$ cat src/logic/irq_unit_pkg.sv
// Notes on behaviour
// gate low masks all but power-fail
// gate high defers to each source enable
// timer 2 enable covers overflow and capture
// serial enable covers transmit and receive flags
// standard enables for t1,e1,t0,e0 at bits 3..0
// power-fail priority bit six, one is high
// standard priorities sit at bits 5..0
// extended flags set on line detection
// software clears extended flags, not vectoring
// software set of extended flag raises interrupt
// power-fail enable gates low-battery interrupt
// power-fail flag set on event, software clears
// software set of power-fail flag interrupts
// extended enables at bits 7..0
// extended priorities at bits 7..0, one is high
// six registers decoded at fixed addresses
// timer 2 bits stored even when absent
// fixed vectors in steps of eight bytes
// only higher level preempts active service
// equal level resolved by arrival order
// timer 0 and 1 flags and edge pin flags cleared on vectoring
// unused standard bits read zero
package irq_unit_pkg;
    localparam logic [7:0] ADDR_EXT_FLAGS = 8'h91;
    localparam logic [7:0] ADDR_PF_CTRL = 8'h93;
    localparam logic [7:0] ADDR_STD_EN = 8'ha8;
    localparam logic [7:0] ADDR_STD_PRIO = 8'ha9;
    localparam logic [7:0] ADDR_EXT_EN = 8'he8;
    localparam logic [7:0] ADDR_EXT_PRIO = 8'he9;
    localparam logic [7:0] STD_EN_MASK = 8'hbf;
    localparam logic [7:0] STD_PRIO_MASK = 8'h7f;
    localparam logic [7:0] PF_CTRL_MASK = 8'h30;
    localparam int GATE_BIT = 7;
    localparam int PF_EN_BIT = 5;
    localparam int PF_FLAG_BIT = 4;
    localparam int PF_PRIO_BIT = 6;
    localparam int NSRC = 15;
    localparam int SRC_PF = 6;
    localparam int SRC_EXT0 = 7;
    localparam logic [7:0] VEC_BASE = 8'h03;
    localparam logic [7:0] VEC_STEP = 8'h08;
    localparam logic [7:0] REG_RESET = 8'h00;
    localparam int ARR_W = 4;
    typedef struct packed {
        logic wr;
        logic rd;
        logic [7:0] addr;
        logic [7:0] wdata;
    } sfr_req_s;
    typedef struct packed {
        logic t0_ovf;
        logic t1_ovf;
        logic t2_ovf;
        logic t2_cap;
        logic tx_done;
        logic rx_done;
        logic ext0_pin_n;
        logic ext1_pin_n;
        logic ext0_edge;
        logic ext1_edge;
        logic lowbatt_detect;
        logic [7:0] ext_lines;
    } irq_src_s;
    typedef enum logic [2:0] {
        ST_IDLE = 3'b001,
        ST_LOW = 3'b010,
        ST_HIGH = 3'b100
    } svc_e;
endpackage : irq_unit_pkg

$ cat src/logic/irq_arbiter.sv
`timescale 1ns/1ps
// picks the oldest pending request of the winning level
module irq_arbiter #(
    parameter int N = 15,
    parameter int AW = 4
) (
    // clock and reset
    input wire logic clk,
    input wire logic rst,
    // requests and their levels
    input wire logic [N-1:0] req,
    input wire logic [N-1:0] hi,
    input wire logic only_high,
    input wire logic block_all,
    // choice
    output logic valid,
    output logic [AW-1:0] idx
);
    typedef struct packed {
        logic [N-1:0][AW-1:0] age;
    } arb_state_s;
    arb_state_s state;
    arb_state_s next_state;
    logic found;
    logic found_hi;
    logic [AW-1:0] best_age;
    logic [AW-1:0] pick;
    // ages saturate; older request wins, lower index breaks ties
    always_comb begin
        next_state = state;
        found = 1'b0;
        found_hi = 1'b0;
        best_age = '0;
        pick = '0;
        for (int i = 0; i < N; i++) begin
            if (!req[i]) begin
                next_state.age[i] = '0;
            end else if (state.age[i] != '1) begin
                next_state.age[i] = state.age[i] + 1'b1;
            end
        end
        for (int i = 0; i < N; i++) begin
            if (req[i] && (hi[i] || !only_high)) begin
                if (!found || (hi[i] && !found_hi) ||
                    (hi[i] == found_hi && state.age[i] > best_age)) begin
                    found = 1'b1;
                    found_hi = hi[i];
                    best_age = state.age[i];
                    pick = AW'(i);
                end
            end
        end
    end
    always_ff @(posedge clk) begin
        if (rst) begin
            state <= '0;
        end else begin
            state <= next_state;
        end
    end
    assign valid = found && !block_all;
    assign idx = pick;
endmodule : irq_arbiter

$ cat src/logic/irq_unit.sv
`timescale 1ns/1ps
module irq_unit (
    // clock and reset
    input wire logic clk,
    input wire logic rst,
    // special-function register port
    input wire irq_unit_pkg::sfr_req_s sfr,
    output logic [7:0] sfr_rdata,
    // interrupt sources
    input wire irq_unit_pkg::irq_src_s src,
    input wire logic tmr2_present,
    // core side
    output logic irq_req,
    output logic [7:0] irq_vector,
    input wire logic irq_ack,
    input wire logic irq_return,
    output logic t0_clear,
    output logic t1_clear
);
    import irq_unit_pkg::*;
    typedef struct packed {
        logic [7:0] std_en;
        logic [7:0] std_prio;
        logic [7:0] ext_flags;
        logic [7:0] pf_ctrl;
        logic [7:0] ext_en;
        logic [7:0] ext_prio;
        logic ie0;
        logic ie1;
        logic pin0_q;
        logic pin1_q;
        svc_e svc;
        svc_e svc_prev;
        logic [7:0] rdata;
        logic [7:0] vector;
        logic t0_clr;
        logic t1_clr;
    } unit_state_s;
    unit_state_s state;
    unit_state_s next_state;
    logic [NSRC-1:0] pend;
    logic [NSRC-1:0] enab;
    logic [NSRC-1:0] level;
    logic gate;
    logic arb_valid;
    logic [ARR_W-1:0] arb_idx;
    logic [ARR_W-1:0] taken;

    // vector of a source index: base plus eight bytes per step
    function automatic logic [7:0] vec_of(input logic [ARR_W-1:0] i);
        logic [7:0] n;
        n = (i >= ARR_W'(SRC_EXT0)) ? 8'(i) + 8'h01 : 8'(i);
        return VEC_BASE + 8'(n * VEC_STEP);
    endfunction : vec_of

    // pin flag: level mode follows the pin, edge mode holds a falling step until vectoring
    function automatic logic pin_flag(input logic edge_mode, input logic prev_n, input logic pin_n,
        input logic held);
        return edge_mode ? (held | (prev_n & ~pin_n)) : ~pin_n;
    endfunction : pin_flag

    // pending and enabled vectors in priority-table order
    always_comb begin
        gate = state.std_en[GATE_BIT];
        pend = {state.ext_flags, state.pf_ctrl[PF_FLAG_BIT],
                tmr2_present & (src.t2_ovf | src.t2_cap),
                src.tx_done | src.rx_done, src.t1_ovf, state.ie1, src.t0_ovf, state.ie0};
        enab = {state.ext_en & {8{gate}},
                state.pf_ctrl[PF_EN_BIT],
                state.std_en[5:0] & {6{gate}}};
        level = {state.ext_prio, state.std_prio[PF_PRIO_BIT], state.std_prio[5:0]};
    end

    irq_arbiter #(
        .N(NSRC),
        .AW(ARR_W)
    ) u_arb (
        .clk(clk),
        .rst(rst),
        .req(pend & enab),
        .hi(level),
        .only_high(state.svc == ST_LOW),
        .block_all(state.svc == ST_HIGH),
        .valid(arb_valid),
        .idx(arb_idx)
    );

    // register writes, flag sets and service nesting
    always_comb begin
        next_state = state;
        next_state.t0_clr = 1'b0;
        next_state.t1_clr = 1'b0;
        taken = arb_idx;
        // pin flags: a level flag follows its pin, so a pin released inside the service
        // routine does not bring the same request back after return
        next_state.ie0 = pin_flag(src.ext0_edge, state.pin0_q, src.ext0_pin_n, state.ie0);
        next_state.ie1 = pin_flag(src.ext1_edge, state.pin1_q, src.ext1_pin_n, state.ie1);
        next_state.pin0_q = src.ext0_pin_n; // reset low, so no false step follows reset
        next_state.pin1_q = src.ext1_pin_n;
        if (sfr.wr) begin
            case (sfr.addr)
                ADDR_STD_EN: next_state.std_en = sfr.wdata & STD_EN_MASK;
                ADDR_STD_PRIO: next_state.std_prio = sfr.wdata & STD_PRIO_MASK;
                ADDR_EXT_FLAGS: next_state.ext_flags = sfr.wdata;
                ADDR_PF_CTRL: next_state.pf_ctrl = sfr.wdata & PF_CTRL_MASK;
                ADDR_EXT_EN: next_state.ext_en = sfr.wdata;
                ADDR_EXT_PRIO: next_state.ext_prio = sfr.wdata;
                default: next_state = next_state;
            endcase
        end
        // hardware sets win over a software clear in the same cycle
        next_state.ext_flags = next_state.ext_flags | src.ext_lines;
        if (src.lowbatt_detect) begin
            next_state.pf_ctrl[PF_FLAG_BIT] = 1'b1;
        end
        if (irq_ack && arb_valid) begin
            next_state.vector = vec_of(taken);
            next_state.svc_prev = state.svc;
            next_state.svc = level[taken] ? ST_HIGH : ST_LOW;
            case (taken)
                // a falling step in the vectoring cycle survives the clear
                ARR_W'(0): next_state.ie0 = pin_flag(src.ext0_edge, state.pin0_q, src.ext0_pin_n, 1'b0);
                ARR_W'(1): next_state.t0_clr = 1'b1;
                ARR_W'(2): next_state.ie1 = pin_flag(src.ext1_edge, state.pin1_q, src.ext1_pin_n, 1'b0);
                ARR_W'(3): next_state.t1_clr = 1'b1;
                default: next_state.t0_clr = 1'b0;
            endcase
        end else if (irq_return) begin
            // one level of nesting remembered; returning from low goes idle
            next_state.svc = (state.svc == ST_HIGH) ? state.svc_prev : ST_IDLE;
            next_state.svc_prev = ST_IDLE;
        end
        case (sfr.addr)
            ADDR_STD_EN: next_state.rdata = state.std_en;
            ADDR_STD_PRIO: next_state.rdata = state.std_prio;
            ADDR_EXT_FLAGS: next_state.rdata = state.ext_flags;
            ADDR_PF_CTRL: next_state.rdata = state.pf_ctrl;
            ADDR_EXT_EN: next_state.rdata = state.ext_en;
            ADDR_EXT_PRIO: next_state.rdata = state.ext_prio;
            default: next_state.rdata = REG_RESET;
        endcase
    end

    always_ff @(posedge clk) begin
        if (rst) begin
            state <= '0;
            state.svc <= ST_IDLE;
            state.svc_prev <= ST_IDLE;
        end else begin
            state <= next_state;
        end
    end

    assign sfr_rdata = state.rdata;
    assign irq_req = arb_valid;
    assign irq_vector = state.vector;
    assign t0_clear = state.t0_clr;
    assign t1_clear = state.t1_clr;

    // checks
    gate_mask_a: assert property (@(posedge clk) disable iff (rst)
        (!state.std_en[GATE_BIT] && irq_req) |-> (pend[SRC_PF] && state.pf_ctrl[PF_EN_BIT]))
        else $error("masked source passed the gate");
    pf_flag_a: assert property (@(posedge clk) disable iff (rst)
        src.lowbatt_detect |=> state.pf_ctrl[PF_FLAG_BIT])
        else $error("power-fail flag not set");
    ext_flag_a: assert property (@(posedge clk) disable iff (rst)
        src.ext_lines[0] |=> state.ext_flags[0])
        else $error("extended flag not set");
    sw_set_a: assert property (@(posedge clk) disable iff (rst)
        (sfr.wr && sfr.addr == ADDR_EXT_FLAGS && sfr.wdata[7]) |=> state.ext_flags[7])
        else $error("software set lost");
    high_block_a: assert property (@(posedge clk) disable iff (rst)
        (state.svc == ST_HIGH) |-> !irq_req)
        else $error("preempted a high service");
    unused_zero_a: assert property (@(posedge clk) disable iff (rst)
        (state.std_en[6] == 1'b0) && (state.std_prio[7] == 1'b0) && ((state.pf_ctrl & ~PF_CTRL_MASK) == 8'h00))
        else $error("unused bit stored");
    vec_t0_a: assert property (@(posedge clk) disable iff (rst)
        (irq_ack && irq_req && arb_idx == ARR_W'(1)) |=> (irq_vector == 8'h0b && t0_clear))
        else $error("timer 0 vector wrong");
    t2_absent_a: assert property (@(posedge clk) disable iff (rst)
        !tmr2_present |-> !pend[5])
        else $error("absent timer 2 requested");
    // an edge flag must drop on vectoring unless a new falling step arrives with it
    edge_clear_a: assert property (@(posedge clk) disable iff (rst)
        (src.ext0_edge && irq_ack && arb_valid && arb_idx == ARR_W'(0) && !(state.pin0_q && !src.ext0_pin_n))
        |=> !state.ie0)
        else $error("edge flag kept after vectoring");
    ack_c: cover property (@(posedge clk) disable iff (rst) irq_ack && irq_req);
    edge_c: cover property (@(posedge clk) disable iff (rst) src.ext0_edge && irq_ack && irq_req);
    nest_c: cover property (@(posedge clk) disable iff (rst) state.svc == ST_LOW ##1 state.svc == ST_HIGH);
    pf_c: cover property (@(posedge clk) disable iff (rst) !gate && irq_req);
endmodule : irq_unit

$ cat config.mk
export PLATFORM = sky130hd
export DESIGN_NAME = irq_unit
export DESIGN_NICKNAME = d
export VERILOG_FILES = /design/src/logic/irq_unit_pkg.sv /design/src/logic/irq_arbiter.sv /design/src/logic/irq_unit.sv
export SDC_FILE = /design/constraint.sdc
export NUM_CORES = 1
export LEC_CHECK = 0
export BUFFER_PORTS_ARGS = -buffer_cell sky130_fd_sc_hd__buf_2
export CAP_MARGIN = 25
export CORE_MARGIN = 1.5
export CORE_UTILIZATION = 30
export CTS_CLUSTER_SIZE = 30
export DETAILED_ROUTE_END_ITERATION = 8
export PLACE_DENSITY_LB_ADDON = 0.08
export RECOVER_POWER = 100
export SLEW_MARGIN = 20
export SYNTH_ARGS = -nofsm -noshare
export SYNTH_HDL_FRONTEND = slang
export SYNTH_SLANG_ARGS = --single-unit
$ cat constraint.sdc
create_clock -name clk -period 57.8 [get_ports clk]
set_input_delay 8.67 -clock clk [delete_from_list [all_inputs] [get_ports clk]]
set_output_delay 8.67 -clock clk [all_outputs]
set_load 0.01 [all_outputs]
==> flow_summary_export.csv <==
group,metric,value,unit
sta,finClkSkew,0.009766,ns
routing,drc_errors,0,
outcome,violations,"max-capacitance violations, max-slew violations",
sta,slew_headroom,-110.7,%
critical_path,reg2reg_to,"state[23]",
routing,ant_nets,0,
synthesis,yosysSeqAreaShare,27.66,%
clock_tree,clkLatencyLatePin,0.43,ns
critical_path,worstSetupEndpointType,"register",
clock_tree,cts_resized,0,
final_layout,syn2layout_area_growth,11.51,%
floorplan,dieArea,0.03145,sq mm
critical_path,cpMostUsedCell,"ha_1",
worst_hold_path,hold_path.class,"reg -> reg",
floorplan,num_io_pins,61,
run,max-cap-violations,1,
routing,drt-vias-per-instance,5.168,
critical_path,worstPathArrival,35.18,ns
synthesis,synthCells,1117,
floorplan,die_y,177.4,microns
global_routing,grt_pass1_vias,7650,
synthesis,yosys-top-cells-area,"dfxtp_1 (28%), ha_1 (11%), mux2i_1 (7.0%)",
synthesis,ys.flop_type,"dfxtp_1",
critical_path,endpoint,"state[23]",
global_routing,grt_overflow,0,
sta,setup_tns,0,ns
clock_tree,cts_root_buffer,"clkbuf_16",
synthesis,yosys.area.top_type_share,27.66,%
place,place.port_buffers,58,
clock_tree,cts_tree,"yes",
floorplan,coreArea,0.02980,sq mm
synthesis,synth_top_area_cell,"dfxtp_1",
routing,totalWireLength,26710,microns
critical_path,slowest_stage,"a221oi_1",
critical_path,critPathMaxStageDelay,1.28,ns
critical_path,cp-start-kind,"input port",
sta,setup_viol,0,
clock_tree,htreeDepth,4,
place,finalWeightedCongestion,0.8002,
floorplan,rows,63,
global_routing,grt_antenna_before_repair,0,
clock_tree,clk_pin_slew,0.06,ns
sta,timing.final.crit_share,60.32,%
power,power_density,19.97,mW/mm^2
synthesis,synth_nets,1242,
floorplan,die_w,177.4,microns
synthesis,synth_commonest_cells,"dfxtp_1 (126), nor2_1 (114), nand2_1 (103)",
synthesis,netlist_area,0.009120,sq mm
synthesis,synth_edf_count,0,
synthesis,synth.avg_cell_area,8.165,sq um
synthesis,async_flop_share,0,%
sta,hold_viol,0,
global_routing,track_usage,17.43,%
critical_path,critPathKind,"in -> reg",
sta,fmax,28.68,MHz
final_layout,drive_above_1_share,10.38,%
clock_tree,cts_setup_buffers,0,
routing,wire_per_inst,17.17,microns
critical_path,required,58.12,ns
synthesis,yosysWarningCount,0,
clock_tree,cts_buffer_depth,2,
critical_path,crit_start,"src[18]",
clock_tree,numCtsBuffers,17,
floorplan,start_util,30.61,%
routing,dr.pass1.iters,5,
critical_path,r2r-start,"state[22]",
global_routing,grt_max_degree,67,
routing,vias,8041,
final_layout,final_nets,1278,
sta,min_period,34.86,ns
outcome,status,"finished with violations",
sta,rsz0062_at_grt,"no",
synthesis,synth_most_common_cell,"dfxtp_1",
final_layout,n_antenna_cell,0,
power,peakVddDrop,0.00002009,V
place,dp_hpwl,20610,microns
global_routing,grt_pass1_wl,42280,microns
clock_tree,cts.sinks,126,
critical_path,r2r_cells,113,
clock_tree,ctsHoldBuffers,0,
routing,drt_iter0_drc,369,
place,dp_slack,25.28,ns
power,p_leak,4.090,nW
sta,tightestPinTransition,3.161,ns
synthesis,netlist-cell-type-count,80,
final_layout,fillCellCount,3253,
synthesis,ys_ff_latch,126,
critical_path,r2r_slack,29.50,ns
sta,whs,0.4545,ns
critical_path,cp_max_fo,11,
sta,slew_viol_final,76,
sta,finalWorstSetupSlack,22.94,ns
## flip-flops by register name (all words and copies together) (netlist names)
register / cells
u_arb.state: 60
state: 22
level: 15
pend: 11
sfr_rdata: 8
irq_vector: 6
enab: 1
gate: 1
t0_clear: 1
t1_clear: 1
## worst min path at each step
stage | from | endpoint | slack, ns | depth (start not counted)
finish | irq_vector[3] | irq_vector[3] | 0.45 | 2
global route | irq_vector[4] | irq_vector[4] | 0.48 | 2
CTS | irq_vector[3] | irq_vector[3] | 0.45 | 2
detailed placement | irq_vector[3] | irq_vector[3] | 0.44 | 2
global placement | irq_vector[3] | irq_vector[3] | 0.44 | 2
floorplan | irq_vector[3] | irq_vector[3] | 0.43 | 2
## power breakdown
part            total [W]  internal, W  switching, W  leakage [nW]
combinational  0.00000554   0.00000197    0.00000356          2.78
sequential      0.0000884    0.0000875   0.000000830          1.02
clock            0.000109    0.0000646     0.0000446         0.289
total            0.000203     0.000154     0.0000490          4.09
## cell families after synthesis
logic type / Yosys count / share of synthesized area [%]
compound gates: 241 / 19.10
xor+xnor: 17 / 1.633
fa+ha+maj: 83 / 11.39
buf+inv: 128 / 6.091
flops: 126 / 27.66
mux: 98 / 11.22
other cells: 1 / 0.04112
simple gates: 423 / 22.87
## layer usage
layer  routed length [microns]  track usage (%)  share of wire (%)  up-vias
met3                       624            2.464                2.3       22
met1                     13360            23.64                 50     3793
met2                     12360            28.71                 46       98
met4                       369            4.797                1.4        0
li1                          -                -                  -     4128
met5                         0                0                  0        -
## critical path: cells and delay by family
| kind | cells | cell delay (ns) |
|---|---|---|
| AOI/OAI and AO/OA | 51 | 14.17 |
| and+or+nand+nor | 25 | 3.93 |
| adders and majority gates | 13 | 3.53 |
| muxes | 10 | 3.36 |
| buffers and inverters | 10 | 1.51 |
## cells in the final DEF, fill, tap and decap left out, types with 6 or more instances in the layout
cell type	netlist	routed
clkinv_4	0	6
mux2_2	33	31
nand3_1	69	69
nor2b_1	20	20
o211ai_1	16	16
nor3b_1	10	10
mux2i_1	64	64
nand2b_1	8	8
a22o_1	7	7
and2_1	12	11
o21a_1	12	12
dfxtp_1	126	126
a21oi_1	51	51
a22oi_1	8	8
o31ai_1	6	9
ha_1	83	83
nor3_1	32	32
o2111a_1	8	9
xnor2_1	17	17
a211oi_1	12	13
clkbuf_1	24	21
nor2_1	114	114
and3_1	13	13
inv_1	82	82
nand2_1	103	103
nand4_1	15	15
clkbuf_16	0	17
buf_2	3	40
o21ai_0	29	30
a21o_1	9	9
a31oi_1	28	28
## cell type report
type / count / area (sq um) / share of cell area (%)
Clock inverter: 14 / 145.1 / 1.427
Inverter: 82 / 307.8 / 3.027
Clock buffer: 18 / 439.2 / 4.318
Tap cell: 390 / 488.0 / 4.798
Sequential cell: 126 / 2522 / 24.80
Timing Repair Buffer: 63 / 294.0 / 2.891
Multi-Input combinational cell: 863 / 5973 / 58.73
## stage by stage
| step | cells | util (%) | cell area (sq um) | power, W |
|---|---|---|---|---|
| finish | 1556 | 34.13 | 10170 | 0.0002030 |
| global route | 1556 | 34.13 | 10170 | 0.0002096 |
| CTS | 1556 | 34.48 | 10270 | 0.0002059 |
| detailed placement | 1524 | 32.51 | 9688 | 0.00009583 |
| global placement | 1524 | 32.51 | 9688 | 0.00009581 |
| floorplan | 1117 | - | 9120 | 0.00009242 |
(Power assumes the default switching activity.)
